File: config.mk
export PLATFORM = sky130hd
export DESIGN_NAME = ocarb_top
export DESIGN_NICKNAME = d
export VERILOG_FILES = /design/src/ocarb_pkg.sv /design/src/ocarb_top.sv
export SDC_FILE = /design/constraint.sdc
export NUM_CORES = 1
export LEC_CHECK = 0
export ABC_CLOCK_PERIOD_IN_PS = 15700
export BUFFER_PORTS_ARGS = -buffer_cell sky130_fd_sc_hd__clkbuf_2
export CORE_ASPECT_RATIO = 0.5
export CORE_MARGIN = 8
export CORE_UTILIZATION = 53
export DETAILED_ROUTE_END_ITERATION = 8
export PLACE_DENSITY = 0.83
export SKIP_CTS_REPAIR_TIMING = 1
export SYNTH_ARGS = -nofsm -noshare
export SYNTH_HDL_FRONTEND = slang
export SYNTH_SLANG_ARGS = --single-unit
File: constraint.sdc
create_clock -name clk -period 15.7 [get_ports clk]
set_clock_uncertainty 0.1 [all_clocks]
set_input_delay 0.785 -clock clk [delete_from_list [all_inputs] [get_ports clk]]
set_output_delay 0.785 -clock clk [all_outputs]
set_load 0.03 [all_outputs]
File: src/ocarb_pkg.sv
// Constants and carrier types of the object control arbiter
package ocarb_pkg;

  // ****************************************
  // Sizes
  // ****************************************
  localparam int NUM_OBJ = 8;   // Objects with a state indication
  localparam int NUM_CTRL = 6;  // Objects that may be commanded
  localparam int NUM_DI = 8;    // Binary input lines
  localparam int NUM_VI = 4;    // Virtual input lines
  localparam int SRC_W = 4;     // Width of a request source selector
  localparam int TMR_W = 16;    // Width of a pulse length in ticks

  // ****************************************
  // Request source codes
  // ****************************************
  localparam logic [3:0] SRC_NONE = 4'h0;   // No input selected
  localparam logic [3:0] SRC_DI0 = 4'h1;    // First binary input line
  localparam logic [3:0] SRC_VI0 = 4'h9;    // First virtual input line
  localparam logic [3:0] SRC_KEY_A = 4'hD;  // Function key a as object control
  localparam logic [3:0] SRC_KEY_B = 4'hE;  // Function key b as object control

  // ****************************************
  // Object state codes, {close_ind, open_ind}
  // ****************************************
  localparam logic [1:0] ST_UNDEF_00 = 2'h0;
  localparam logic [1:0] ST_OPEN = 2'h1;
  localparam logic [1:0] ST_CLOSED = 2'h2;
  localparam logic [1:0] ST_UNDEF_11 = 2'h3;

  // ****************************************
  // Function key settings and report codes
  // ****************************************
  localparam logic KEY_MODE_TOGGLE = 1'b0;  // Key toggles its target
  localparam logic KEY_MODE_OBJ = 1'b1;     // Key acts as object control
  localparam logic [2:0] TGT_FB0 = 3'h4;    // Targets 0..3 virtual inputs, 4..5 buttons
  localparam logic [1:0] RPT_NONE = 2'h0;   // Shown as a dash
  localparam logic [1:0] RPT_ONE = 2'h1;    // One linked control
  localparam logic [1:0] RPT_MANY = 2'h2;   // Shown as a question mark

  // ****************************************
  // Timing
  // ****************************************
  localparam int CLK_PERIOD_NS = 20;
  localparam int TICK_MS = 10;  // Pulse length resolution
  localparam int TICK_CYC = TICK_MS * 1000000 / CLK_PERIOD_NS;
  localparam logic [15:0] PULSE_MIN_TICKS = 16'h0002;  // 0.02 s
  localparam logic [15:0] PULSE_MAX_TICKS = 16'hEA60;  // 600 s
  localparam int REQ_MIN_MS = 60;  // Least request pulse from a source

  // ****************************************
  // Carrier types
  // ****************************************
  typedef struct packed {
    logic [3:0] rem_open;
    logic [3:0] rem_close;
    logic [3:0] loc_open;
    logic [3:0] loc_close;
  } ocarb_src_cfg_t;

  typedef struct packed {
    logic [1:0] code;   // RPT_NONE, RPT_ONE or RPT_MANY
    logic [2:0] obj;    // Linked object, zero based
    logic is_close;     // Linked control is a close
  } ocarb_key_rpt_t;

  typedef enum {OBJ_IDLE, OBJ_OPENING, OBJ_CLOSING} ocarb_obj_st_t;

endpackage

File: src/ocarb_top.sv
// Object control arbiter: source selection, mode gating and pulse timing
`timescale 1ns/1ns

module ocarb_top #(
  parameter int TICK_CYCLES = ocarb_pkg::TICK_CYC
) (
  input wire logic clk,
  input wire logic rst_n,
  input wire logic [ocarb_pkg::NUM_DI-1:0] binary_input_line,
  input wire logic function_key_a,
  input wire logic function_key_b,
  input wire logic [ocarb_pkg::NUM_OBJ-1:0] obj_open_ind,
  input wire logic [ocarb_pkg::NUM_OBJ-1:0] obj_close_ind,
  input wire logic panel_local_sel,
  input wire logic mode_from_di,
  input wire logic [2:0] mode_di_sel,
  input wire logic [ocarb_pkg::NUM_CTRL-1:0] panel_open_cmd,
  input wire logic [ocarb_pkg::NUM_CTRL-1:0] panel_close_cmd,
  input wire logic [ocarb_pkg::NUM_CTRL-1:0] serial_open_cmd,
  input wire logic [ocarb_pkg::NUM_CTRL-1:0] serial_close_cmd,
  input wire ocarb_pkg::ocarb_src_cfg_t [ocarb_pkg::NUM_CTRL-1:0] src_cfg,
  input wire logic [ocarb_pkg::NUM_CTRL-1:0][15:0] max_pulse_ticks,
  input wire logic [1:0] key_object_control_select,
  input wire logic [1:0][2:0] key_toggle_target,
  output logic local_control_active,
  output logic [ocarb_pkg::NUM_CTRL-1:0] open_pulse,
  output logic [ocarb_pkg::NUM_CTRL-1:0] close_pulse,
  output logic [ocarb_pkg::NUM_OBJ-1:0][1:0] obj_state,
  output logic [ocarb_pkg::NUM_CTRL-1:0] obj_failed,
  output logic [ocarb_pkg::NUM_CTRL-1:0] undefined_event,
  output logic [ocarb_pkg::NUM_VI-1:0] virtual_input_lines,
  output logic [1:0] function_button_state,
  output ocarb_pkg::ocarb_key_rpt_t [1:0] key_link_report
);

  localparam int NC = ocarb_pkg::NUM_CTRL;
  localparam int NO = ocarb_pkg::NUM_OBJ;
  localparam int ND = ocarb_pkg::NUM_DI;
  localparam int SYW = 2 * NO + 2 + ND;  // All pins that need a synchroniser

  // ****************************************
  // Input synchronisers
  // ****************************************
  logic [SYW-1:0] sy1_r;  // First stage, read by sy2_r only
  logic [SYW-1:0] sy2_r;  // Second stage, safe to use
  logic [ND-1:0] di_s;
  logic [1:0] key_s;
  logic [NO-1:0] ind_open_s;
  logic [NO-1:0] ind_close_s;

  // Two flops per pin, no reset needed on the data path
  always_ff @(posedge clk) begin
    sy1_r <= {obj_close_ind, obj_open_ind, function_key_b, function_key_a, binary_input_line};
    sy2_r <= sy1_r;
  end
  assign {ind_close_s, ind_open_s, key_s, di_s} = sy2_r;

  // ****************************************
  // State registers and next values
  // ****************************************
  logic local_r, local_nxt;                    // Local control state
  logic [1:0] key_prev_r;                      // Key levels of last cycle
  logic [NC-1:0][3:0] sel_prev_r, sel_prev_nxt;  // Selected levels of last cycle
  logic [ocarb_pkg::NUM_VI-1:0] vi_r, vi_nxt;  // Virtual input lines
  logic [1:0] fb_r, fb_nxt;                    // Function button states
  logic [31:0] tick_cnt_r, tick_cnt_nxt;       // 10 ms divider
  logic tick_r, tick_nxt;                      // One-cycle tick enable
  ocarb_pkg::ocarb_obj_st_t st_r [NC];         // Per-object control state
  ocarb_pkg::ocarb_obj_st_t st_nxt [NC];
  logic [NC-1:0][15:0] tmr_r, tmr_nxt;         // Elapsed ticks of a pulse
  logic [NC-1:0] open_r, open_nxt, close_r, close_nxt;
  logic [NC-1:0] fail_r, fail_nxt, evt_r, evt_nxt;
  logic [NO-1:0][1:0] ost_r, ost_nxt;          // Encoded object states
  ocarb_pkg::ocarb_key_rpt_t [1:0] rpt_r, rpt_nxt;

  // ****************************************
  // Request sources and gating
  // ****************************************
  logic [1:0] key_edge;
  logic [15:0] src_lvl;  // Level of every selectable source
  logic [NC-1:0][3:0] sel_lvl, sel_edge;
  logic [NC-1:0] open_req, close_req;

  assign key_edge = key_s & ~key_prev_r;
  // A key in object-control mode becomes a selectable local source
  assign src_lvl = {1'b0, key_s[1] & key_object_control_select[1],
                    key_s[0] & key_object_control_select[0], vi_r, di_s, 1'b0};

  // Pick the four selected levels and catch their rising edges
  always_comb begin
    for (int i = 0; i < NC; i++) begin
      sel_lvl[i] = {src_lvl[src_cfg[i].rem_open], src_lvl[src_cfg[i].rem_close],
                    src_lvl[src_cfg[i].loc_open], src_lvl[src_cfg[i].loc_close]};
      sel_edge[i] = sel_lvl[i] & ~sel_prev_r[i];
      sel_prev_nxt[i] = sel_lvl[i];
      // No password term anywhere: serial commands go straight
      open_req[i] = local_r ? (sel_edge[i][1] | panel_open_cmd[i])
                            : (sel_edge[i][3] | serial_open_cmd[i]);
      close_req[i] = local_r ? (sel_edge[i][0] | panel_close_cmd[i])
                             : (sel_edge[i][2] | serial_close_cmd[i]);
    end
  end

  // ****************************************
  // Mode, keys, divider, state encoding
  // ****************************************
  // Mode select; a binary input is the usual station-wide switch
  always_comb begin
    local_nxt = mode_from_di ? di_s[mode_di_sel] : panel_local_sel;
    vi_nxt = vi_r;
    fb_nxt = fb_r;
    for (int k = 0; k < 2; k++) begin
      if (key_edge[k] && key_object_control_select[k] == ocarb_pkg::KEY_MODE_TOGGLE) begin
        if (key_toggle_target[k] < ocarb_pkg::TGT_FB0) begin
          vi_nxt[key_toggle_target[k][1:0]] = ~vi_nxt[key_toggle_target[k][1:0]];
        end else begin
          fb_nxt[key_toggle_target[k][0]] = ~fb_nxt[key_toggle_target[k][0]];
        end
      end
    end
    tick_nxt = (tick_cnt_r == 32'(TICK_CYCLES - 1));
    tick_cnt_nxt = tick_nxt ? 32'h0000_0000 : tick_cnt_r + 32'h0000_0001;
    for (int j = 0; j < NO; j++) begin
      ost_nxt[j] = {ind_close_s[j], ind_open_s[j]};
    end
  end

  // Key link report; a count above one means the key is shared
  always_comb begin
    logic [3:0] cnt;
    logic [3:0] code;
    cnt = 4'h0;
    code = 4'h0;
    rpt_nxt = '0;
    for (int k = 0; k < 2; k++) begin
      cnt = 4'h0;
      code = (k == 0) ? ocarb_pkg::SRC_KEY_A : ocarb_pkg::SRC_KEY_B;
      rpt_nxt[k] = '0;
      for (int i = 0; i < NC; i++) begin
        if (src_cfg[i].loc_open == code) begin
          cnt = cnt + 4'h1;
          rpt_nxt[k].obj = 3'(i);
          rpt_nxt[k].is_close = 1'b0;
        end
        if (src_cfg[i].loc_close == code) begin
          cnt = cnt + 4'h1;
          rpt_nxt[k].obj = 3'(i);
          rpt_nxt[k].is_close = 1'b1;
        end
      end
      rpt_nxt[k].code = (cnt == 4'h0) ? ocarb_pkg::RPT_NONE :
                        (cnt == 4'h1) ? ocarb_pkg::RPT_ONE : ocarb_pkg::RPT_MANY;
    end
  end

  // ****************************************
  // Per-object pulse control
  // ****************************************
  // Only the commandable objects get a machine; the rest just report
  always_comb begin
    logic [15:0] lim;
    logic reached;
    lim = 16'h0000;
    reached = 1'b0;
    evt_nxt = '0;
    for (int i = 0; i < NC; i++) begin
      st_nxt[i] = st_r[i];
      tmr_nxt[i] = tmr_r[i];
      fail_nxt[i] = fail_r[i];
      // Settings below the least length would make a useless pulse
      lim = (max_pulse_ticks[i] < ocarb_pkg::PULSE_MIN_TICKS) ?
            ocarb_pkg::PULSE_MIN_TICKS : max_pulse_ticks[i];
      case (st_r[i])
        ocarb_pkg::OBJ_IDLE: begin
          // Both at once is ambiguous, so neither is obeyed
          if (open_req[i] && !close_req[i]) begin
            st_nxt[i] = ocarb_pkg::OBJ_OPENING;
            tmr_nxt[i] = 16'h0000;
          end else if (close_req[i] && !open_req[i]) begin
            st_nxt[i] = ocarb_pkg::OBJ_CLOSING;
            tmr_nxt[i] = 16'h0000;
          end
        end
        ocarb_pkg::OBJ_OPENING, ocarb_pkg::OBJ_CLOSING: begin
          reached = (st_r[i] == ocarb_pkg::OBJ_OPENING) ? (ost_r[i] == ocarb_pkg::ST_OPEN)
                                                        : (ost_r[i] == ocarb_pkg::ST_CLOSED);
          if (reached) begin
            st_nxt[i] = ocarb_pkg::OBJ_IDLE;
            fail_nxt[i] = 1'b0;
          end else if (tick_r) begin
            if (tmr_r[i] + 16'h0001 >= lim) begin
              st_nxt[i] = ocarb_pkg::OBJ_IDLE;
              fail_nxt[i] = 1'b1;
              evt_nxt[i] = 1'b1;
            end else begin
              tmr_nxt[i] = tmr_r[i] + 16'h0001;
            end
          end
        end
        default: begin
          st_nxt[i] = ocarb_pkg::OBJ_IDLE;
        end
      endcase
      open_nxt[i] = (st_nxt[i] == ocarb_pkg::OBJ_OPENING);
      close_nxt[i] = (st_nxt[i] == ocarb_pkg::OBJ_CLOSING);
    end
  end

  // ****************************************
  // Registers
  // ****************************************
  // Synchronous reset; edge history starts low so a held input fires once
  always_ff @(posedge clk) begin
    if (!rst_n) begin
      local_r <= 1'b0;
      key_prev_r <= 2'h0;
      sel_prev_r <= '0;
      vi_r <= '0;
      fb_r <= 2'h0;
      tick_cnt_r <= 32'h0000_0000;
      tick_r <= 1'b0;
      tmr_r <= '0;
      open_r <= '0;
      close_r <= '0;
      fail_r <= '0;
      evt_r <= '0;
      ost_r <= '0;
      rpt_r <= '0;
      for (int i = 0; i < NC; i++) begin
        st_r[i] <= ocarb_pkg::OBJ_IDLE;
      end
    end else begin
      local_r <= local_nxt;
      key_prev_r <= key_s;
      sel_prev_r <= sel_prev_nxt;
      vi_r <= vi_nxt;
      fb_r <= fb_nxt;
      tick_cnt_r <= tick_cnt_nxt;
      tick_r <= tick_nxt;
      tmr_r <= tmr_nxt;
      open_r <= open_nxt;
      close_r <= close_nxt;
      fail_r <= fail_nxt;
      evt_r <= evt_nxt;
      ost_r <= ost_nxt;
      rpt_r <= rpt_nxt;
      for (int i = 0; i < NC; i++) begin
        st_r[i] <= st_nxt[i];
      end
    end
  end

  // Outputs straight from flops
  assign local_control_active = local_r;
  assign open_pulse = open_r;
  assign close_pulse = close_r;
  assign obj_state = ost_r;
  assign obj_failed = fail_r;
  assign undefined_event = evt_r;
  assign virtual_input_lines = vi_r;
  assign function_button_state = fb_r;
  assign key_link_report = rpt_r;

  for (genvar g = 0; g < NC; g++) begin : g_chk

  end

  // Helper: objects whose local controls name key a
  logic [NC-1:0] uses_key_a;
  always_comb begin
    for (int i = 0; i < NC; i++) begin
      uses_key_a[i] = (src_cfg[i].loc_open == ocarb_pkg::SRC_KEY_A) ||
                      (src_cfg[i].loc_close == ocarb_pkg::SRC_KEY_A);
    end
  end
endmodule

Yosys cells after proc, flatten, opt, wreduce, memory -nomap -nowiden
Memory sizes are Yosys's and may differ from the RTL's.
Index checks and enable logic that the tools add are counted.

storage, ports and cells
  memories = 1
  latch bits = 0
  register bits = 266
  memory bits (writable) = 192
  output and inout port bits = 59
  word-level logic and storage cells = 620
  ROM bits = 0

memories
  memory  words  width  read ports  clocked after memory_dff  write ports  RTL line         RTL
  st_r    6      32     6           0                         6            ocarb_top.sv:68  ocarb_pkg::ocarb_obj_st_t st_r [NC];

cells by class
  equal/unequal tests = 93
  bitwise gates (word level) = 60
  mux-type cells = 255
  add/subtract/negate cells = 29
  reduce and logical (&&, ||, !) cells = 85
  divide/modulo/power cells = 0
  shift operators = 0
  multipliers = 0
  order comparisons = 47

operators by type and width
  cell                     number
  $mux W32                 36
  $eq A32 B2 Y1 const B    18
  $mux W16                 36
  $pmux W32 S2             6
  $eq A32 B1 Y1 const B    6
  $eq A32 B3 Y1 const B    6
  $logic_not A32 Y1        6
  $pmux W16 S2             6
  $mux W4                  46
  $lt A4 B5 Y1 const B     24
  $add A16 B1 Y16 const B  6
  $bmux W1 S4              24
  $eq A4 B4 Y1 const B     24
  $ge A16 B16 Y1           6
  $lt A16 B2 Y1 const B    6
  $add A4 B1 Y4 const B    22
  $mux W1                  84
  $ne A2 B2 Y1 const B     18
  $reduce_bool A2 Y1       18
  $add A32 B1 Y32 const B  1
  $eq A32 B19 Y1 const B   1
  $or A1 B1 Y1             30
  $reduce_and A5 Y1        6
  $and A4 B4 Y4            6
  29 further kinds         127

Logic depth before layout (Yosys ltp)
  word-level depth = 26
  depth in mapped cells = 39
  mapped depth without buffers = 38

Worst setup path before layout
OpenSTA, ideal clock, no wires.

  path kind = input-to-reg
  from = input port src_cfg[1] in the netlist's numbering
  to = register rpt_r, in the netlist key_link_report[10]
  library setup time = 0.128 ns
  data required time = 15.472 ns
  cell stages on the path = 38
  buffers on the path = 1
  arrival time = 6.890 ns
  slack = 8.583 ns
  cells stage by stage = clkbuf_1 -> nor2b_1 -> nand3_1 -> inv_1 -> ha_1 -> xor2_4 -> ha_1 -> nand2_1 -> o21ai_0 -> ha_1 -> nor2_1 -> nor2_1 -> ha_1 -> nand2_1 -> o31ai_1 -> ha_1 -> mux2i_1 -> inv_1 -> [2 not listed] -> inv_1 -> ha_1 -> nor2_1 -> a21o_1 -> inv_1 -> ha_1 -> nand2_1 -> o21ai_0 -> ha_1 -> o22ai_1 -> a31oi_1 -> ha_1 -> nor2_1 -> nand3_1 -> a21oi_2 -> or3_1 -> nand3_1 -> nor2_1

on the way
  word-level cells in the longest chain between the ends = 24

RTL lines
  element                                           RTL line                            RTL
  start, declared                                   ocarb_top.sv:21                     input wire ocarb_pkg::ocarb_src_cfg_t [ocarb_pkg::NUM_CTRL-1:0] src_cfg,
  $eq A4 B4 Y1 *                                    ocarb_top.sv:145                    if (src_cfg[i].loc_close == code) begin
  $mux W4 *                                         ocarb_top.sv:145
  $add A4 B1 Y4                                     ocarb_top.sv:141                    cnt = cnt + 4'h1;
  $mux W4 *                                         ocarb_top.sv:140                    if (src_cfg[i].loc_open == code) begin
  $add A4 B1 Y4                                     ocarb_top.sv:146                    cnt = cnt + 4'h1;
  $mux W4 *                                         ocarb_top.sv:145
  $add A4 B1 Y4                                     ocarb_top.sv:141
  $mux W4 *                                         ocarb_top.sv:140
  [8 not listed]                                    n/a
  $add A4 B1 Y4                                     ocarb_top.sv:146
  $mux W4 *                                         ocarb_top.sv:145
  $add A4 B1 Y4                                     ocarb_top.sv:141
  $mux W4 *                                         ocarb_top.sv:140
  $add A4 B1 Y4                                     ocarb_top.sv:146
  $mux W4 *                                         ocarb_top.sv:145
  $eq A4 B1 Y1 or $logic_not A4 Y1 (tied branches)  ocarb_top.sv:152, ocarb_top.sv:151
  $mux W2 or $reduce_or A2 Y1 (tied branches)       n/a
  end signal, assigned                              ocarb_top.sv:246                    rpt_r <= rpt_nxt;
  end, declared                                     ocarb_top.sv:74                     ocarb_pkg::ocarb_key_rpt_t [1:0] rpt_r, rpt_nxt;

Every way passes the cells marked *; elsewhere a longest branch is shown, timed or not.
A chain may end at the register's enable or synchronous reset.

Worst setup path after layout
Ends and elaborated chain as after synthesis.

==> impl_metrics.toml <==
[sta]
grt_setup_unrepaired = "no"
period_minus_slack_ns = 7.52
hold_viol_final = 0
fin_setup_tns_ns = 0
slew_headroom_pct = 25.9
period_share_pct = 47.9
setup_violations = 0
slew_viol_final = 0
worst_pin_slew_ns = 1.11
fmax_mhz = 133

[floorplan]
dieArea_sq_um = 51600
core_area_sq_um = 43600
initial_utilization_pct = 53.7
rows = 54
die_h_um = 165
io_pins = 316
die_w_um = 313

[synthesis]
ys.flop_type = "dfxtp_1"
synth_top_family_by_area = "simple AND/OR/NAND/NOR gates"
yosys.area_share.adder_pct = 7.21
synth_area_sq_um = 23400
ys_async_sr_fraction_pct = 0
syn_inst = 2559
synth_cell_types = 79
ys_warn_count = 0
synth_xor_area_share_pct = 7.63
syn_area_per_cell_sq_um = 9.15
synth_seq_area_share_pct = 39.2
synth_area_leaders = "dfxtp_1 39%, ha_1 7.2%, mux4_2 4.6%, nor2_1 4.1%, xor2_1 3.2%"
yosys.area_share.simple_pct = 20.0
synth_compound_area_share_pct = 13.7
synth_top_area_share_pct = 39.2
synthMuxAreaShare_pct = 7.63
synth_top_area_cell = "dfxtp_1"
synth_edf_count = 0
synth_seq_cells = 458

[setup_path]
start_kind = "input port"
cp.arrival_ns = 7.83
critical_path.endpoint_type = "flip-flop"
cp_common_cell = "ha_1"
crit_family = "adder cells"
path_max_fanout = 7
slowest_stage = "or3_1"
max_stage_delay_ns = 0.38
critPathRequiredTime_ns = 16.00
critical_path_class = "in2reg"
cp_num_buf_inv = 5

[drt]
wl_met3_mm = 4.28
wl_per_cell_um = 17.5
vias = 20300
via_per_inst = 5.60
drt-met1-wl_mm = 25.0
drt_drc_violations_left = 0
dr.pass1.iters = 5
top_layer = "met4"
wl_met2_mm = 31.3
dr.first_iter.drc_count = 1582
wirelength_mm = 63.3
antenna_left = 0

[flow_run]
drv_cap = 0

[layout]
stdcell_count = 3627
layout_commonest_cell = "dfxtp_1"
regArea_sq_um = 9170
drive_above_1_share_pct = 17.1
multi_input_area_sq_um = 13800
nets = 3391
syn2layout_area_growth_pct = 18.1
fill_cells = 3625
layout_common_cells = "458 x dfxtp_1, 314 x clkbuf_2, 257 x nor2_1, 180 x conb_1, 153 x inv_1"

[placed_design]
portBuffers = 315
dp_hpwl_mm = 46.8
gp_congestion = 0.910
dp_cells = 3543

[clock_network]
clkTransAtPathRegs_ns = 0.07
h-tree-depth = 2
cts_buffers = 42
clock-sinks = 458
cts_tree = "yes"
clk_latency_ns = 0.55
root_buffer = "clkbuf_16"
cts_buffer_depth = 3

[global_route]
grt_use_total_pct = 23.5
grt_pass1_vias = 20300
grt_pass1_wl_mm = 101
grt_max_degree = 69
grt_antenna_before_repair = 6
gr-total-overflow = 0

[outcome]
status = "complete, no violations"

[power_and_ir_drop]
powerDensity_nw_per_um2 = 95.9
p_leak_uw = 0.0130
ir_drop_uv = 85.5

[hold_path]
hold_path.class = "in2reg"
[metal layers]
metal,global-route usage (%),vias to the layer above
li1,-,9863
met1,27.3,9547
met2,42.3,716
met3,4.42,192
met4,10.8,0
met5,0,-
[synth_stat cells (33+ instances only)]
master / count
dfxtp_1: 458
nor2_1: 257
inv_1: 154
nand2_1: 150
ha_1: 135
a21oi_1: 122
o21ai_0: 106
clkbuf_1: 103
xor2_1: 86
xnor2_1: 75
and3_1: 72
nor4_1: 71
nand3_1: 58
nor3_1: 52
a21o_1: 51
mux4_2: 48
nand4_1: 45
nand2b_1: 44
mux2i_1: 36
and2_1: 33
[area by class of cell]
type / instances / share of cell area (%)
multi-input cells: 2004 / 50.0
flip-flops and latches: 458 / 33.1
repair buffers: 339 / 6.36
clock buffers: 52 / 4.19
well taps: 588 / 2.66
inverters: 154 / 2.09
clock inverters: 25 / 1.45
diodes: 7 / 0.0633
[worst reg2reg max path, cell delays in order (launching register included)]
cell,delay [ns]
dfxtp_1,0.42
and3_1,0.26
and3_1,0.26
and3_1,0.25
and3_1,0.25
and3_1,0.31
nand3_1,0.15
xnor2_1,0.25
ha_1,0.29
a21o_1,0.19
a21o_1,0.18
a221oi_1,0.36
o21ai_0,0.18
nor2b_1,0.88
a21oi_1,0.18
nor3_1,0.22
[per-stage QoR]
step                util, %  total power [uW]  area [sq um]  hold WS, ns  setup WS [ns]
floorplan                 -              1430         24100        0.210           8.58
global placement       59.9              1530         26100        0.210           8.22
detailed placement     59.9              1540         26100        0.212           7.79
CTS                    63.4              2670         27600        0.205           8.32
global route           63.5              2760         27700        0.203           7.79
finish                 63.5              2650         27700        0.224           8.18
[flip-flops by register name, indices dropped and copies added (netlist names), 12 cells and up]
signal,count
tmr_r,96
sy2_r,26
tick_cnt_r,32
sy1_r,26
key_link_report,12
sel_prev_r,24
obj_state,16
st_r,192
[path summary, 6_finish.rpt]
path                         from                  end  slack (ns)  depth (start not counted)
setup / recovery       src_cfg[1]  key_link_report[10]        8.18                         38
hold / removal    obj_open_ind[1]            sy1_r[11]        0.22                          1
setup reg to reg         tmr_r[0]             tmr_r[8]       10.90                         15
hold reg to reg         sy1_r[19]            sy2_r[19]        0.22                          0
[report_power, final]
part | switching (uW) | total, uW | internal (uW)
logic | 170 | 292 | 122
clock network | 468 | 1140 | 669
registers | 20.4 | 1230 | 1210
[cell families (layout without fill, tap and decap cells)]
kind of cell               count (synthesis)  in the layout
AOI/OAI and AO/OA                        490            490
xor gates and xnor gates                 178            178
adders and majority gates                135            135
buffers and inverters                    276            570
DFF                                      458            458
muxes                                    112            112
other                                      1            187
and+or+nand+nor                          909            909
(Power assumes the default switching activity.)
